### src/shared/codec_rst_map.svh
// constants for the codec link reset and sleep clock block
`ifndef CODEC_RST_MAP_SVH
`define CODEC_RST_MAP_SVH
`define CRS_CLK_NS 20
`define CRS_BCLK_LOSS_NS 1000
`define CRS_BCLK_LOSS_CYC (`CRS_BCLK_LOSS_NS / `CRS_CLK_NS)
`define CRS_BCLK_HALF_CYC 2
`define CRS_SLEEP_HALF_CYC 16
`define CRS_CNT_W 8
`define CRS_WAKE_RST 1'b0
`define CRS_SEL_LOCAL_RST 1'b1
`define CRS_PIN_IDLE 5'h01
`endif

### src/shared/codec_rst_pkg.sv
// types for the codec link reset and sleep clock block
package codec_rst_pkg;
   // gray along run -> pr4 -> sleep -> resume
   typedef enum logic [1:0] {
      ST_RUN = 2'h0,
      ST_PR4 = 2'h1,
      ST_SLEEP = 2'h3,
      ST_RESUME = 2'h2
   } link_state_t;
endpackage

### src/shared/pin_sync_if.sv
// carrier between the pin synchroniser and the sequencer
`timescale 1ns/1ps
interface pin_sync_if #(parameter int W = 1);
   logic [W-1:0] raw;
   logic [W-1:0] lvl;
   logic [W-1:0] rise;
   logic [W-1:0] fall;
   modport src (output raw, input lvl, input rise, input fall);
   modport syn (input raw, output lvl, output rise, output fall);
endinterface

### src/core/codec_link_reset_sleep_clock.sv
// reset and clock sequencer for a standby-powered codec on the link
`timescale 1ns/1ps
`include "codec_rst_map.svh"
module codec_link_reset_sleep_clock
   import codec_rst_pkg::*;
#(
   parameter int LOSS_CYC = `CRS_BCLK_LOSS_CYC,
   parameter int BCLK_HALF = `CRS_BCLK_HALF_CYC,
   parameter int SLEEP_HALF = `CRS_SLEEP_HALF_CYC
) (
   input wire logic clk_sys_i, // standby system clock
   input wire logic rst_b_i, // standby power-on reset, low
   input wire logic link_rst_b_i, // link reset pin, low
   input wire logic link_sync_i, // link frame sync pin
   input wire logic bit_clk_i, // link bit clock pin level
   input wire logic sleep_i, // system in S3/S4/S5 indicator pin
   input wire logic primary_i, // strap: 1 = primary codec
   input wire logic pr4_req_i, // pulse: enter PR4
   input wire logic reg_reset_cmd_i, // pulse: register reset command
   input wire logic wake_evt_i, // pulse: wake event seen
   input wire logic wake_clr_i, // pulse: clear wake event
   output logic core_rst_o, // full core reset level
   output logic warm_o, // pulse: warm reset done
   output logic reinit_o, // pulse: register reinit
   output logic resume_o, // pulse: resume reset seen
   output logic pr4_o, // link in PR4
   output logic wake_o, // wake event pending
   output logic bit_clk_o, // bit clock drive
   output logic bit_clk_oe_b_o, // bit clock enable, low drives
   output logic sleep_clk_o, // local free-running clock
   output logic sel_local_o // 1 = core on local clock
);
   // counts must fit the 8 bit counters
   if (LOSS_CYC < 1 || LOSS_CYC > 255 || BCLK_HALF < 1 || BCLK_HALF > 255 ||
       SLEEP_HALF < 1 || SLEEP_HALF > 255) begin : g_bad_count
      $error("codec_link_reset_sleep_clock: count parameter out of range");
   end

   localparam logic [`CRS_CNT_W-1:0] LOSS_N = `CRS_CNT_W'(LOSS_CYC);
   localparam logic [`CRS_CNT_W-1:0] BH_N = `CRS_CNT_W'(BCLK_HALF - 1);
   localparam logic [`CRS_CNT_W-1:0] SH_N = `CRS_CNT_W'(SLEEP_HALF - 1);

   // pins synchronised: 0 reset, 1 sync, 2 bit clock, 3 sleep, 4 strap
   pin_sync_if #(.W(5)) pins();
   assign pins.raw = {primary_i, sleep_i, bit_clk_i, link_sync_i, link_rst_b_i};

   // link reset idles high, so its synced level starts high
   pin_sync #(.W(5), .IDLE(`CRS_PIN_IDLE)) u_sync (
      .clk_sys_i(clk_sys_i),
      .rst_b_i(rst_b_i),
      .s(pins)
   );

   logic rst_lvl, rst_rise, sync_rise, bclk_edge, slp, prim;
   assign rst_lvl = pins.lvl[0];
   assign rst_rise = pins.rise[0];
   assign sync_rise = pins.rise[1];
   assign bclk_edge = pins.rise[2] | pins.fall[2];
   assign slp = pins.lvl[3];
   assign prim = pins.lvl[4];

   link_state_t state_reg, state_next;
   logic core_rst_reg, core_rst_next;
   logic warm_reg, warm_next;
   logic reinit_reg, reinit_next;
   logic resume_reg, resume_next;
   logic wake_reg, wake_next;
   logic resumed_reg, resumed_next;

   // link state, reset kinds and wake state
   always_comb begin
      state_next = state_reg;
      core_rst_next = 1'b0;
      warm_next = 1'b0;
      reinit_next = 1'b0;
      resume_next = 1'b0;
      resumed_next = resumed_reg;
      wake_next = wake_reg;
      if (wake_clr_i) begin
         wake_next = 1'b0;
      end
      if (wake_evt_i) begin
         wake_next = 1'b1; // set wins over clear
      end
      unique case (state_reg)
         ST_RUN: begin
            if (!rst_lvl && slp) begin
               state_next = ST_SLEEP; // reset held during sleep
            end else if (!rst_lvl) begin
               core_rst_next = 1'b1;
            end else if (pr4_req_i) begin
               state_next = ST_PR4;
            end else if (reg_reset_cmd_i) begin
               reinit_next = 1'b1;
            end
         end
         ST_PR4: begin
            if (!rst_lvl) begin
               state_next = slp ? ST_SLEEP : ST_RUN;
               core_rst_next = !slp;
            end else if (sync_rise) begin
               state_next = ST_RUN;
               warm_next = 1'b1;
            end
         end
         ST_SLEEP: begin
            resumed_next = 1'b0;
            if (rst_rise) begin
               state_next = ST_RESUME;
               resume_next = 1'b1;
            end
         end
         ST_RESUME: begin
            resumed_next = 1'b1; // wake state untouched here
            state_next = ST_RUN;
         end
      endcase
      if (core_rst_next) begin
         wake_next = `CRS_WAKE_RST;
         resumed_next = 1'b1;
      end
   end

   always_ff @(posedge clk_sys_i) begin
      if (!rst_b_i) begin
         state_reg <= ST_RUN;
         core_rst_reg <= 1'b1;
         warm_reg <= 1'b0;
         reinit_reg <= 1'b0;
         resume_reg <= 1'b0;
         wake_reg <= `CRS_WAKE_RST;
         resumed_reg <= 1'b1;
      end else begin
         state_reg <= state_next;
         core_rst_reg <= core_rst_next;
         warm_reg <= warm_next;
         reinit_reg <= reinit_next;
         resume_reg <= resume_next;
         wake_reg <= wake_next;
         resumed_reg <= resumed_next;
      end
   end

   logic [`CRS_CNT_W-1:0] loss_reg, loss_next;
   logic sel_reg, sel_next;
   logic [`CRS_CNT_W-1:0] bdiv_reg, bdiv_next;
   logic bclk_reg, bclk_next;
   logic [`CRS_CNT_W-1:0] sdiv_reg, sdiv_next;
   logic sclk_reg, sclk_next;
   logic drive;

   // primary drives the link clock only while running
   assign drive = prim && (state_reg == ST_RUN) && !core_rst_reg;

   // clock loss watch, clock select and both dividers
   always_comb begin
      loss_next = loss_reg;
      if (bclk_edge) begin
         loss_next = '0;
      end else if (loss_reg != LOSS_N) begin
         loss_next = loss_reg + `CRS_CNT_W'(1);
      end
      sel_next = sel_reg;
      if (loss_next == LOSS_N) begin
         sel_next = 1'b1;
      end else if (resumed_reg && state_reg != ST_SLEEP) begin
         sel_next = 1'b0;
      end
      bdiv_next = bdiv_reg;
      bclk_next = bclk_reg;
      if (!drive) begin
         bdiv_next = '0;
         bclk_next = 1'b0;
      end else if (bdiv_reg == BH_N) begin
         bdiv_next = '0;
         bclk_next = !bclk_reg;
      end else begin
         bdiv_next = bdiv_reg + `CRS_CNT_W'(1);
      end
      sdiv_next = sdiv_reg;
      sclk_next = sclk_reg;
      if (sdiv_reg == SH_N) begin
         sdiv_next = '0;
         sclk_next = !sclk_reg;
      end else begin
         sdiv_next = sdiv_reg + `CRS_CNT_W'(1);
      end
   end

   always_ff @(posedge clk_sys_i) begin
      if (!rst_b_i) begin
         loss_reg <= '0;
         sel_reg <= `CRS_SEL_LOCAL_RST;
         bdiv_reg <= '0;
         bclk_reg <= 1'b0;
         sdiv_reg <= '0;
         sclk_reg <= 1'b0;
      end else begin
         loss_reg <= loss_next;
         sel_reg <= sel_next;
         bdiv_reg <= bdiv_next;
         bclk_reg <= bclk_next;
         sdiv_reg <= sdiv_next;
         sclk_reg <= sclk_next;
      end
   end

   // outputs straight from flops, pr4_o and bit_clk_oe_b_o decoded from them
   assign core_rst_o = core_rst_reg;
   assign warm_o = warm_reg;
   assign reinit_o = reinit_reg;
   assign resume_o = resume_reg;
   assign pr4_o = (state_reg == ST_PR4);
   assign wake_o = wake_reg;
   assign bit_clk_o = bclk_reg;
   assign bit_clk_oe_b_o = !drive;
   assign sleep_clk_o = sclk_reg;
   assign sel_local_o = sel_reg;
endmodule

### src/core/pin_sync.sv
// two-flop synchroniser with edge detection
`timescale 1ns/1ps
module pin_sync #(
   parameter int W = 1,
   parameter logic [W-1:0] IDLE = '0 // idle pin levels, loaded in reset
) (
   input wire logic clk_sys_i, // system clock
   input wire logic rst_b_i, // sync reset, active low
   pin_sync_if.syn s // raw in, level and edges out
);
   logic [W-1:0] meta_reg, meta_next;
   logic [W-1:0] lvl_reg, lvl_next;
   logic [W-1:0] old_reg, old_next;

   // only the second and third stages are looked at
   always_comb begin
      meta_next = s.raw;
      lvl_next = meta_reg;
      old_next = lvl_reg;
   end

   always_ff @(posedge clk_sys_i) begin
      if (!rst_b_i) begin
         // idle level avoids a false edge just after reset
         meta_reg <= IDLE;
         lvl_reg <= IDLE;
         old_reg <= IDLE;
      end else begin
         meta_reg <= meta_next;
         lvl_reg <= lvl_next;
         old_reg <= old_next;
      end
   end

   // edges from the settled level
   assign s.lvl = lvl_reg;
   assign s.rise = lvl_reg & ~old_reg;
   assign s.fall = ~lvl_reg & old_reg;
endmodule

### config.mk
export PLATFORM = sky130hd
export DESIGN_NAME = codec_link_reset_sleep_clock
export DESIGN_NICKNAME = d
export VERILOG_FILES = /design/src/shared/codec_rst_pkg.sv /design/src/shared/pin_sync_if.sv /design/src/core/codec_link_reset_sleep_clock.sv /design/src/core/pin_sync.sv
export VERILOG_INCLUDE_DIRS = /design/src /design/src/shared
export SDC_FILE = /design/constraint.sdc
export NUM_CORES = 1
export LEC_CHECK = 0
export BUFFER_PORTS_ARGS = -buffer_cell sky130_fd_sc_hd__buf_4
export CAP_MARGIN = 15
export CORE_MARGIN = 2
export CORE_UTILIZATION = 53
export CTS_CLUSTER_SIZE = 8
export DETAILED_ROUTE_END_ITERATION = 10
export PLACE_DENSITY = 0.83
export SETUP_SLACK_MARGIN = 0.2
export SYNTH_ARGS = -nofsm -noshare
export SYNTH_HDL_FRONTEND = slang
export SYNTH_SLANG_ARGS = --single-unit
### constraint.sdc
create_clock -name clk_sys_i -period 5.46 [get_ports clk_sys_i]
set_clock_uncertainty 0.2 [all_clocks]
set_input_delay 1.092 -clock clk_sys_i [delete_from_list [all_inputs] [get_ports clk_sys_i]]
set_output_delay 1.092 -clock clk_sys_i [all_outputs]
set_load 0.03 [all_outputs]
Word level (Yosys, flattened, before mapping)
Cells that the tools add are included.
{ "totals": {"register_bits": 48, "output_inout_bits": 10, "input_bits": 11, "wordCells": 82} }
{ "classes": {"n_reduce_logical": 22, "bitwise": 9, "eq_ne": 12, "muxes": 20, "add_sub_neg": 3} }
{ "op_table": {"columns": ["cell", "n"], "rows": [
  ["adder 8 x 1 -> 8 bit, second input constant", 3],
  ["2-to-1 mux 8 bit", 2],
  ["2-to-1 mux 2 bit", 7],
  ["equality test 8 x 1 -> 1 bit, second input constant", 1],
  ["equality test 8 x 4 -> 1 bit, second input constant", 1],
  ["equality test 8 x 6 -> 1 bit, second input constant", 1],
  ["2-to-1 mux 1 bit", 8],
  ["!= test 8 x 6 -> 1 bit, second input constant", 1],
  ["one-hot mux 2 bit (4 select lines)", 1],
  ["AND 3 bit", 2],
  ["logical NOT 1 bit", 6],
  ["!= test 3 bit, second input constant", 2],
  ["NOT 3 bit", 2],
  ["OR reduction 2 bit", 3],
  ["OR reduction 5 bit", 1],
  ["equality test 2 bit, second input constant", 2],
  ["logical AND 1 bit", 4],
  ["!= test 2 bit, second input constant", 2],
  ["NOT 1 bit", 4],
  ["one-hot mux 1 bit (2 select lines)", 2],
  ["AND reduction 2 bit", 2],
  ["AND reduction 4 bit", 1],
  ["nonzero test 2 bit", 2],
  ["!= test 3 x 2 -> 1 bit, second input constant", 1],
  ["5 further kinds", 5]
]} }

Longest topological paths before layout
Gate-level depths: netlist (run 1).
{ "depth": {"ltp_word": 6, "ltp_mapped": 6} }

By module
Synthesis (run 1) repeated with hierarchy kept, for this count alone.
{ "unflattened": {"cells_unflattened": 206, "area_unflattened_um2": 1995.7} }
{ "modules_own_cells": {"columns": ["mod", "n_inst", "area_per_inst_um2", "cells_per_inst"], "rows": [
  ["codec_link_reset_sleep_clock", 1, 1517.7, 165],
  ["pin_sync", 1, 478.0, 41]
]} }

Least setup slack after synthesis (run 1)
Ideal clock, no wire load.
{ "synth_path": {"path_type": "flip-flop to output port", "start": "reg state_reg[1]", "end": "out bit_clk_oe_b_o", "stages_incl_launch_ff": 4, "n_path_buf": 1, "t_arrival_ns": 1.080, "t_required_ns": 4.168, "slack_ns": 3.088, "cell_sequence": "dfxtp_1 -> clkbuf_1 -> nor4b_1 -> inv_1"} }
{ "synth_via": {"elab_chain_len": 4} }
{ "synth_rtl": {"columns": ["item", "line_no", "rtl"], "rows": [
  ["start: declaration", "codec_link_reset_sleep_clock.sv:62", "link_state_t state_reg, state_next;"],
  ["start signal: assignment", "codec_link_reset_sleep_clock.sv:134", "state_reg <= state_next;"],
  ["logical NOT 2 bit", "codec_link_reset_sleep_clock.sv:153", "assign drive = prim && (state_reg == ST_RUN) && !core_rst_reg;"],
  ["logical AND 1 bit (2 in series)", "codec_link_reset_sleep_clock.sv:153", null],
  ["logical NOT 1 bit", "codec_link_reset_sleep_clock.sv:216", "assign bit_clk_oe_b_o = !drive;"],
  ["end: declaration", "codec_link_reset_sleep_clock.sv:29", "output logic bit_clk_oe_b_o,"]
]} }
No other way between the ends.

Final worst setup path (run 1)
Ends and elaborated chain as after synthesis.

==> summary.txt, run 1 <==
Timing
  – Final hold violation count: 0
  – Final setup viols: 0
  – Setup TNS: 0 ps
  – Fmax: 352 MHz
  – Worst slew margin: 68.3%
  – Period utilization: 52.1%
  – Fin crit period: 2840 ps
  – Slew @ Worst Pin: 469 ps
  – Final slew viol count: 0
  – Unrepaired setup endpoints after global routing: no

Synth
  – Library cells used by synthesis: 34
  – Register area share after synthesis: 51.8%
  – Post-Synth Simple-Gate Area: 28.1%
  – Compound-Gate Fraction of Synth Area: 4.58%
  – Net Count, Synth: 204
  – YS warnings: 0
  – Mapped Cells: 188
  – Post-synthesis mux area share: 0%
  – Mapped Area: 1860 um^2
  – Largest family of logic cells by synthesized area: simple AND/OR/NAND/NOR gates
  – Synth Register Bits: 48
  – Synth Area in Adders: 3.37%
  – Xor and xnor area share after synthesis: 10.4%
  – Syn_area_per_cell: 9.88 um^2

Final layout
  – Layout cells sized above 1: 15.1%
  – Fillers: 295
  – Area growth syn-to-layout: 15.0%
  – Final Net Count: 227
  – Antenna cell count: 0
  – Non-Filler Instances: 258
  – Area of the multi-input gates: 862 um^2
  – Register area: 961 um^2

Clock tree
  – Clock buffer depth: 2
  – H-tree levels: 2
  – Clock sinks: 48
  – Reg clk slew, reported paths: 140 ps
  – CTS root buf: clkbuf_4
  – CTS buffer count: 5
  – Cts hold-fix bufs: 0
  – CTS tree: done
  – Gates resized, CTS repair: 0
  – Worst skew pair latency: 370 ps
  – Setup Buffers After CTS: 0

GRT
  – Largest net degree at the start of global routing: 29
  – Initial antenna violation count: 0
  – First-pass GRT wire length: 5340 um
  – Grt total ovfl: 0
  – All-layer global routing usage: 17.0%
  – Number of global-route vias before repair: 1273

Hold path
  – Hold path start: u_sync.lvl_next[3]$_SDFF_PN0_
  – Worst hold stages: 1
  – Hold path endpoint: u_sync.s.lvl[3]$_SDFF_PN0_
  – Min-Delay Path Class: flop to flop

Power and ir drop
  – PwrDens: 292 nW/um^2
  – Peak supply drop: 194 uV
  – Leakage power: 0.869 nW

Critical path
  – Worst-path fanout max: 9
  – Crit-path cells: nor4b_1 -> inv_1 -> buf_4
  – CP startpoint kind: flop
  – Worst Reg-to-Reg Cells: 6
  – Worst endpoint required time: 4170 ps
  – Crit-path max cell delay: 500 ps
  – Setup CP Type: flop to primary output
  – R2r setup slk: 3560 ps
  – Reg2reg end: sel_local_o$_SDFFE_PP1P_
  – CP Data Arrival Time: 1550 ps
  – Reg-to-Reg Start: loss_reg[0]$_SDFF_PN0_
  – CP max stage cell: nor4b_1
  – CP Capture Type: primary output

Placement
  – Hpwl dp: 1920 um
  – Final GP Congestion: 0.822
  – Port bufs: 20
  – Cells after DPL: 250

Floorplanning
  – # rows: 21
  – Core ar.: 3360 um^2
  – Starting Density: 55.2%
  – Die ar.: 3990 um^2
  – Die Y: 63.2 um
  – Ports: 21
  – Die Wd: 63.2 um

Routing
  – Antenna Nets Post-Route: 0
  – DR pass1 iterations: 2
  – Vias: 1283
  – Remaining DRCs: 0
  – Number of vias per cell: 4.97
  – Wire per inst: 11.1 um
  – DR iter-0 viols: 78
  – Routed wire length: 2870 um

Flow run
  – Max Cap Viol: 0

Status
  – Status: finished, final reports clean
[where the power goes]
| group | internal (mW) | leakage [nW] | total [mW] | switching, mW |
|---|---|---|---|---|
| registers | 0.361 | 0.392 | 0.368 | 0.00742 |
| logic | 0.0204 | 0.432 | 0.0411 | 0.0207 |
| clock network | 0.0979 | 0.0454 | 0.214 | 0.116 |
[through the flow]
stage | hold slack, ps | total power, mW | setup WS [ps] | area, um^2 | util [%]
5_1_grt | 244 | 0.653 | 2450 | 2130 | 63.5
6_report | 235 | 0.623 | 2620 | 2130 | 63.5
3_3_place_gp | 208 | 0.416 | 3080 | 2050 | 60.9
3_5_place_dp | 201 | 0.417 | 3050 | 2050 | 60.9
2_1_floorplan | 186 | 0.402 | 3090 | 1860 | -
4_1_cts | 242 | 0.631 | 2610 | 2130 | 63.5
[cells by family (layout without fill, tap and decap cells)]
kind of cell | count (synthesis) | in the layout
AOI/OAI and AO/OA | 11 | 11
buffers and inverters | 9 | 33
and+or+nand+nor | 93 | 93
xor gates and xnor gates | 22 | 22
DFF | 48 | 48
adders and majority gates | 5 | 5
[critical path, delay by kind of cell, from the launching register on]
family / cells / cell delay (ps)
simple gates: 1 / 500
buf+inv: 2 / 260
flops: 1 / 410
[cell usage after synthesis]
master	number	area (um^2)
o31ai_1	1	7.51
o211ai_1	1	7.51
o21ai_1	1	5.00
a21boi_0	1	7.51
and4b_1	1	10.0
and2_1	14	87.6
a311o_1	1	10.0
inv_1	5	18.8
o21a_1	1	7.51
nor3_1	4	20.0
nand4_1	1	6.26
a21oi_1	2	10.0
nor4_1	2	12.5
xnor2_1	11	96.3
clkbuf_1	4	15.0
and4_1	1	8.76
nor2b_1	3	18.8
nor4b_1	3	26.3
o21ai_0	1	5.00
nand2b_1	5	31.3
dfxtp_1	48	961
nor4_4	1	21.3
nor2_1	23	86.3
o311ai_2	1	16.3
o221ai_1	1	8.76
nand3_1	11	55.1
and4_2	1	10.0
ha_1	5	62.6
or3b_4	1	11.3
nand2_1	10	37.5
nor3b_1	2	15.0
xor2_1	11	96.3
and3_1	9	56.3
nand3b_1	1	7.51
[placed cells by master (no fill, tap or decap)]
cell and count:
bufinv_16 1, clkinv_4 2, o311ai_2 1, a21boi_0 1, o31ai_1 1, nand3_1 11, xnor2_1 11, a311o_1 1
nor4_1 2, ha_1 5, nor4b_1 3, nor2b_1 3, inv_1 5, o221ai_1 1, nor3b_1 2, o211ai_1 1
and4_1 1, and4b_1 1, dfxtp_1 48, nor3_1 4, nand4_1 1, a21oi_1 2, nand2_1 10, o21ai_1 1
and3_1 9, and2_1 14, or3b_4 1, o21a_1 1, xor2_1 11, buf_4 20, nand2b_1 5, nand3b_1 1
o21ai_0 1, and4_2 1, clkbuf_4 5, nor2_1 23, nor4_4 1
[layout make-up]
| cell class | instances | share of cell area (%) |
|---|---|---|
| clock buffer | 5 | 1.76 |
| clock inverter | 3 | 2.23 |
| inverter | 5 | 0.879 |
| multi-input combinational | 131 | 40.4 |
| sequential | 48 | 45.0 |
| tap | 46 | 2.70 |
| timing repair buffer | 20 | 7.03 |
[how the worst max path moves through the flow]
stage	depth (start not counted)	slack, ps	from	endpoint
finish	3	2620	state_reg[1]$_SDFFE_PN0P_	bit_clk_oe_b_o
global route	3	2450	state_reg[1]$_SDFFE_PN0P_	bit_clk_oe_b_o
CTS	3	2610	state_reg[1]$_SDFFE_PN0P_	bit_clk_oe_b_o
detailed placement	3	3050	state_reg[1]$_SDFFE_PN0P_	bit_clk_oe_b_o
global placement	3	3080	state_reg[1]$_SDFFE_PN0P_	bit_clk_oe_b_o
floorplan	3	3090	state_reg[1]$_SDFFE_PN0P_	bit_clk_oe_b_o
[metal layers]
metal | GRT usage, % | vias to the layer above | routed length, um
met2 | 27.8 | 20 | 1260
li1 | - | 678 | -
met3 | 4.64 | 7 | 128
met1 | 19.5 | 578 | 1400
met4 | 11.4 | 0 | 78
met5 | 0 | - | 0
Power figures use the tool's default switching activity.
==> run 2: changes to the inputs <==
Clock period 5.46 ns to 2.7 ns, I/O delays scaled along.
==> summary.txt, run 2 (synthesis results as in run 1) <==
Clock tree
  – Reg clk slew, reported paths: 130 ps
  – Setup Buffers After CTS: 0
  – Cts hold-fix bufs: 0
  – CTS root buf: clkbuf_4
  – Clock sinks: 48
  – Gates resized, CTS repair: 0
  – CTS tree: done
  – Worst skew pair latency: 360 ps
  – Clock buffer depth: 2
  – CTS buffer count: 5
  – H-tree levels: 2

Critical path
  – CP Capture Type: primary output
  – Setup CP Type: flop to primary output
  – Worst-path fanout max: 9
  – Worst endpoint required time: 1960 ps
  – CP Data Arrival Time: 1530 ps
  – CP startpoint kind: flop

Timing
  – Fin crit period: 2270 ps
  – Worst slew margin: 67.2%
  – Slew @ Worst Pin: 485 ps
  – Final Worst Setup Slack: 434 ps
  – Unrepaired setup endpoints after global routing: no
  – Hold slack: 153 ps
  – Fmax: 441 MHz
  – Final hold violation count: 0
  – Setup TNS: 0 ps
  – Final slew viol count: 0
  – Final setup viols: 0
  – Period utilization: 83.9%

GRT
  – Initial antenna violation count: 0
  – First-pass GRT wire length: 5050 um
  – Number of global-route vias before repair: 1187
  – All-layer global routing usage: 16.3%
  – Largest net degree at the start of global routing: 29
  – Grt total ovfl: 0

Hold path
  – Min-Delay Path Class: primary input to flop

Floorplanning
  – Ports: 21
  – Die Wd: 63.2 um
  – Core ar.: 3360 um^2
  – Die Y: 63.2 um
  – Die ar.: 3990 um^2
  – Starting Density: 55.2%
  – # rows: 21

Placement
  – Port bufs: 20
  – Final GP Congestion: 0.824
  – Placed cell areas: 2050 um^2
  – Setup WS pre-CTS: 834 ps
  – Hpwl dp: 1980 um

Flow run
  – Max Cap Viol: 0

Routing
  – Antenna Nets Post-Route: 0
  – DR iter-0 viols: 79
  – Number of vias per cell: 5.00
  – Routed wire length: 2820 um
  – DR pass1 iterations: 4
  – Vias: 1284
  – Wire per inst: 11.0 um
  – Remaining DRCs: 0

Final layout
  – Most frequent cells in the layout: dfxtp_1, nor2_1, buf_4
  – Final Net Count: 227
  – Antenna cell count: 0
  – Final Instance Area: 2100 um^2
  – Layout cells sized above 1: 14.7%
  – Core Util, Final: 62.4%
  – Commonest non-fill, non-tap cell in the layout: dfxtp_1
  – Area growth syn-to-layout: 13.1%

Power and ir drop
  – Leakage power: 0.850 nW
  – PwrDens: 540 nW/um^2
  – Peak supply drop: 383 uV

Status
  – Status: finished, final reports clean
-- run 2: where the power goes --
group	switching (mW)	internal [mW]	leakage, nW	total (mW)
sequential	0.0152	0.729	0.392	0.744
clock	0.211	0.0951	0.0271	0.306
combinational	0.0414	0.0411	0.432	0.0826
-- run 2: cell type report --
type	instances	area, um^2
Multi-Input combinational cell	131	862
Tap cell	46	57.6
Inverter	5	18.8
Timing Repair Buffer	20	150
Clock inverter	2	12.5
Fill cell	299	1260
Clock buffer	5	37.5
Sequential cell	48	961
-- run 2: worst max-delay path, stage by stage (launching register included) --
cell	delay (ps)
dfxtp_1	400
nor4b_1	510
inv_1	80
buf_4	180
-- run 2: path summary, 6_finish.rpt --
kind                                 start                             to  slack, ps  cells past startpoint
max reg2reg         loss_reg[0]$_SDFF_PN0_       sel_local_o$_SDFFE_PP1P_        850                      6
max              state_reg[1]$_SDFFE_PN0P_                 bit_clk_oe_b_o        430                      3
min reg2reg  u_sync.lvl_next[0]$_SDFF_PN1_     u_sync.s.lvl[0]$_SDFF_PN1_        240                      1
min                           link_rst_b_i  u_sync.lvl_next[0]$_SDFF_PN1_        150                      2
-- run 2: routing by layer --
metal	GRT usage, %	wire (um)	vias to the layer above
met5	0	0	-
met4	9.78	71	0
met3	4.46	124	7
met2	25.8	1300	25
met1	19.7	1320	577
li1	-	-	675
-- run 2: per-stage QoR --
stage	std cells	total power [mW]
global placement	250	0.842
finish	257	1.13
CTS	257	1.15
floorplan	188	0.813
detailed placement	250	0.844
global route	257	1.19
==> run 3: changes to the inputs <==
Clock period 2.7 ns to 2.25 ns, I/O delays scaled along.
==> summary.txt, run 3 (synthesis results as in run 1) <==
Clock tree
  – Worst skew pair latency: 370 ps
  – Clock sinks: 48
  – Setup Buffers After CTS: 0
  – CTS buffer count: 5
  – Cts hold-fix bufs: 0
  – H-tree levels: 2
  – CTS root buf: clkbuf_4
  – CTS tree: done
  – Clock buffer depth: 2
  – Reg clk slew, reported paths: 130 ps

Final layout
  – Antenna cell count: 0
  – Most frequent cells in the layout: dfxtp_1, nor2_1, buf_4
  – Register area: 963 um^2
  – Final Net Count: 227
  – Layout cells sized above 1: 16.5%
  – Area of the multi-input gates: 877 um^2
  – Commonest non-fill, non-tap cell in the layout: dfxtp_1
  – Core Util, Final: 63.1%
  – Area growth syn-to-layout: 14.4%
  – Fillers: 288

Timing
  – Final hold violation count: 0
  – Setup TNS: 0 ps
  – Fmax: 513 MHz
  – Final slew viol count: 0
  – Slew @ Worst Pin: 336 ps
  – Unrepaired setup endpoints after global routing: no
  – Final setup viols: 0
  – Worst slew margin: 77.4%
  – Period utilization: 86.7%
  – Fin crit period: 1950 ps

Power and ir drop
  – Power consumption: 1.39 mW
  – Peak supply drop: 393 uV
  – Leakage power: 0.861 nW
  – Sw Ratio: 24.5%
  – Power Internal: 1.05 mW
  – Logic pwr share: 7.1%
  – Power share of the sequential group: 64.6%
  – PwrDens: 653 nW/um^2
  – Sw Pwr: 340 uW
  – Clock power frac: 28.3%

Critical path
  – Reg2reg end: sel_local_o$_SDFFE_PP1P_
  – Worst-path fanout max: 9
  – CP Capture Type: primary output
  – Reg-to-Reg Start: loss_reg[1]$_SDFF_PN0_
  – CP startpoint kind: flop
  – R2r setup slk: 370 ps
  – CP Data Arrival Time: 1300 ps
  – Crit-path max cell delay: 390 ps
  – Worst endpoint required time: 1600 ps
  – Worst Reg-to-Reg Cells: 5
  – CP max stage cell: dfxtp_2
  – Crit-path cells: nor4b_4 -> inv_1 -> buf_4
  – Setup CP Type: flop to primary output

Hold path
  – Hold path start: link_rst_b_i
  – Worst hold stages: 2
  – Hold path endpoint: u_sync.lvl_next[0]$_SDFF_PN1_
  – Min-Delay Path Class: primary input to flop

Routing
  – Vias: 1281
  – Remaining DRCs: 0
  – Routed wire length: 2810 um
  – DR pass1 iterations: 5
  – DR iter-0 viols: 60
  – Wire per inst: 10.9 um
  – Number of vias per cell: 4.97
  – Antenna Nets Post-Route: 0

Placement
  – Hpwl dp: 1990 um
  – Port bufs: 20
  – Final GP Congestion: 0.817

GRT
  – Number of global-route vias before repair: 1170
  – Initial antenna violation count: 0
  – Largest net degree at the start of global routing: 29
  – All-layer global routing usage: 15.1%
  – First-pass GRT wire length: 4820 um
  – Grt total ovfl: 0

Floorplanning
  – Starting Density: 55.2%
  – Core ar.: 3360 um^2
  – Die Wd: 63.2 um
  – # rows: 21
  – Die ar.: 3990 um^2
  – Ports: 21
  – Die Y: 63.2 um

Status
  – Status: finished, final reports clean

Flow run
  – Max Cap Viol: 0
-- run 3: cell count changes in the layout (fill, tap and decap cells not counted), sizes merged --
cell / before / now
clkinv: 1 / 3
clkinvlp: 1 / 0
-- run 3: what timing repair did --
| action | in CTS | in global routing |
|---|---|---|
| pin swaps | 0 | 0 |
| resized for setup | 1 | 3 |
| endpoints found under the setup margin | 1 | 1 |
-- run 3: final cells by class --
class | count | area share (%)
flip-flops and latches | 48 | 45.4
multi-input cells | 131 | 41.3
repair buffers | 20 | 7.07
well taps | 46 | 2.71
clock buffers | 5 | 1.77
clock inverters | 3 | 0.884
inverters | 5 | 0.884
-- run 3: worst max-delay path by stage --
stage                              startpoint                       end  slack [ps]  cells after the start
floorplan              loss_reg[0]$_SDFF_PN0_  sel_local_o$_SDFFE_PP1P_         500                      6
global placement       loss_reg[0]$_SDFF_PN0_  sel_local_o$_SDFFE_PP1P_         470                      6
detailed placement     loss_reg[1]$_SDFF_PN0_  sel_local_o$_SDFFE_PP1P_         390                      5
CTS                 state_reg[1]$_SDFFE_PN0P_            bit_clk_oe_b_o         200                      3
global route        state_reg[1]$_SDFFE_PN0P_            bit_clk_oe_b_o         210                      3
finish              state_reg[1]$_SDFFE_PN0P_            bit_clk_oe_b_o         300                      3
-- run 3: metal layers --
metal | up-vias | track usage (%) | part of all wire (%)
met4 | 0 | 6.52 | 1.9
met1 | 572 | 17.7 | 47
met3 | 7 | 4.46 | 5.3
li1 | 676 | - | -
met5 | - | 0 | 0
met2 | 26 | 25.5 | 46
-- run 3: stage by stage --
| stage | hold WS, ps | cell area [um^2] | instances | setup slack (ps) |
|---|---|---|---|---|
| global placement | 203 | 2050 | 250 | 472 |
| global route | 44.9 | 2120 | 258 | 207 |
| CTS | 59.5 | 2110 | 258 | 204 |
| floorplan | 186 | 1860 | 188 | 501 |
| detailed placement | 202 | 2050 | 250 | 391 |
| finish | 55.5 | 2120 | 258 | 300 |
-- run 3: power by group through the flow --
stage	registers (mW)	logic (mW)	clock network [mW]
floorplan	0.917	0.0589	0
global placement	0.911	0.0986	0
detailed placement	0.912	0.0996	0
CTS	0.894	0.100	0.399
global route	0.899	0.110	0.441
finish	0.895	0.0987	0.392
-- run 3: critical path: cells and delay by family, from the launching register on --
family	cells	cell delay [ps]
AND/OR/NAND/NOR	1	310
flip-flops	1	390
buffers and inverters	2	230
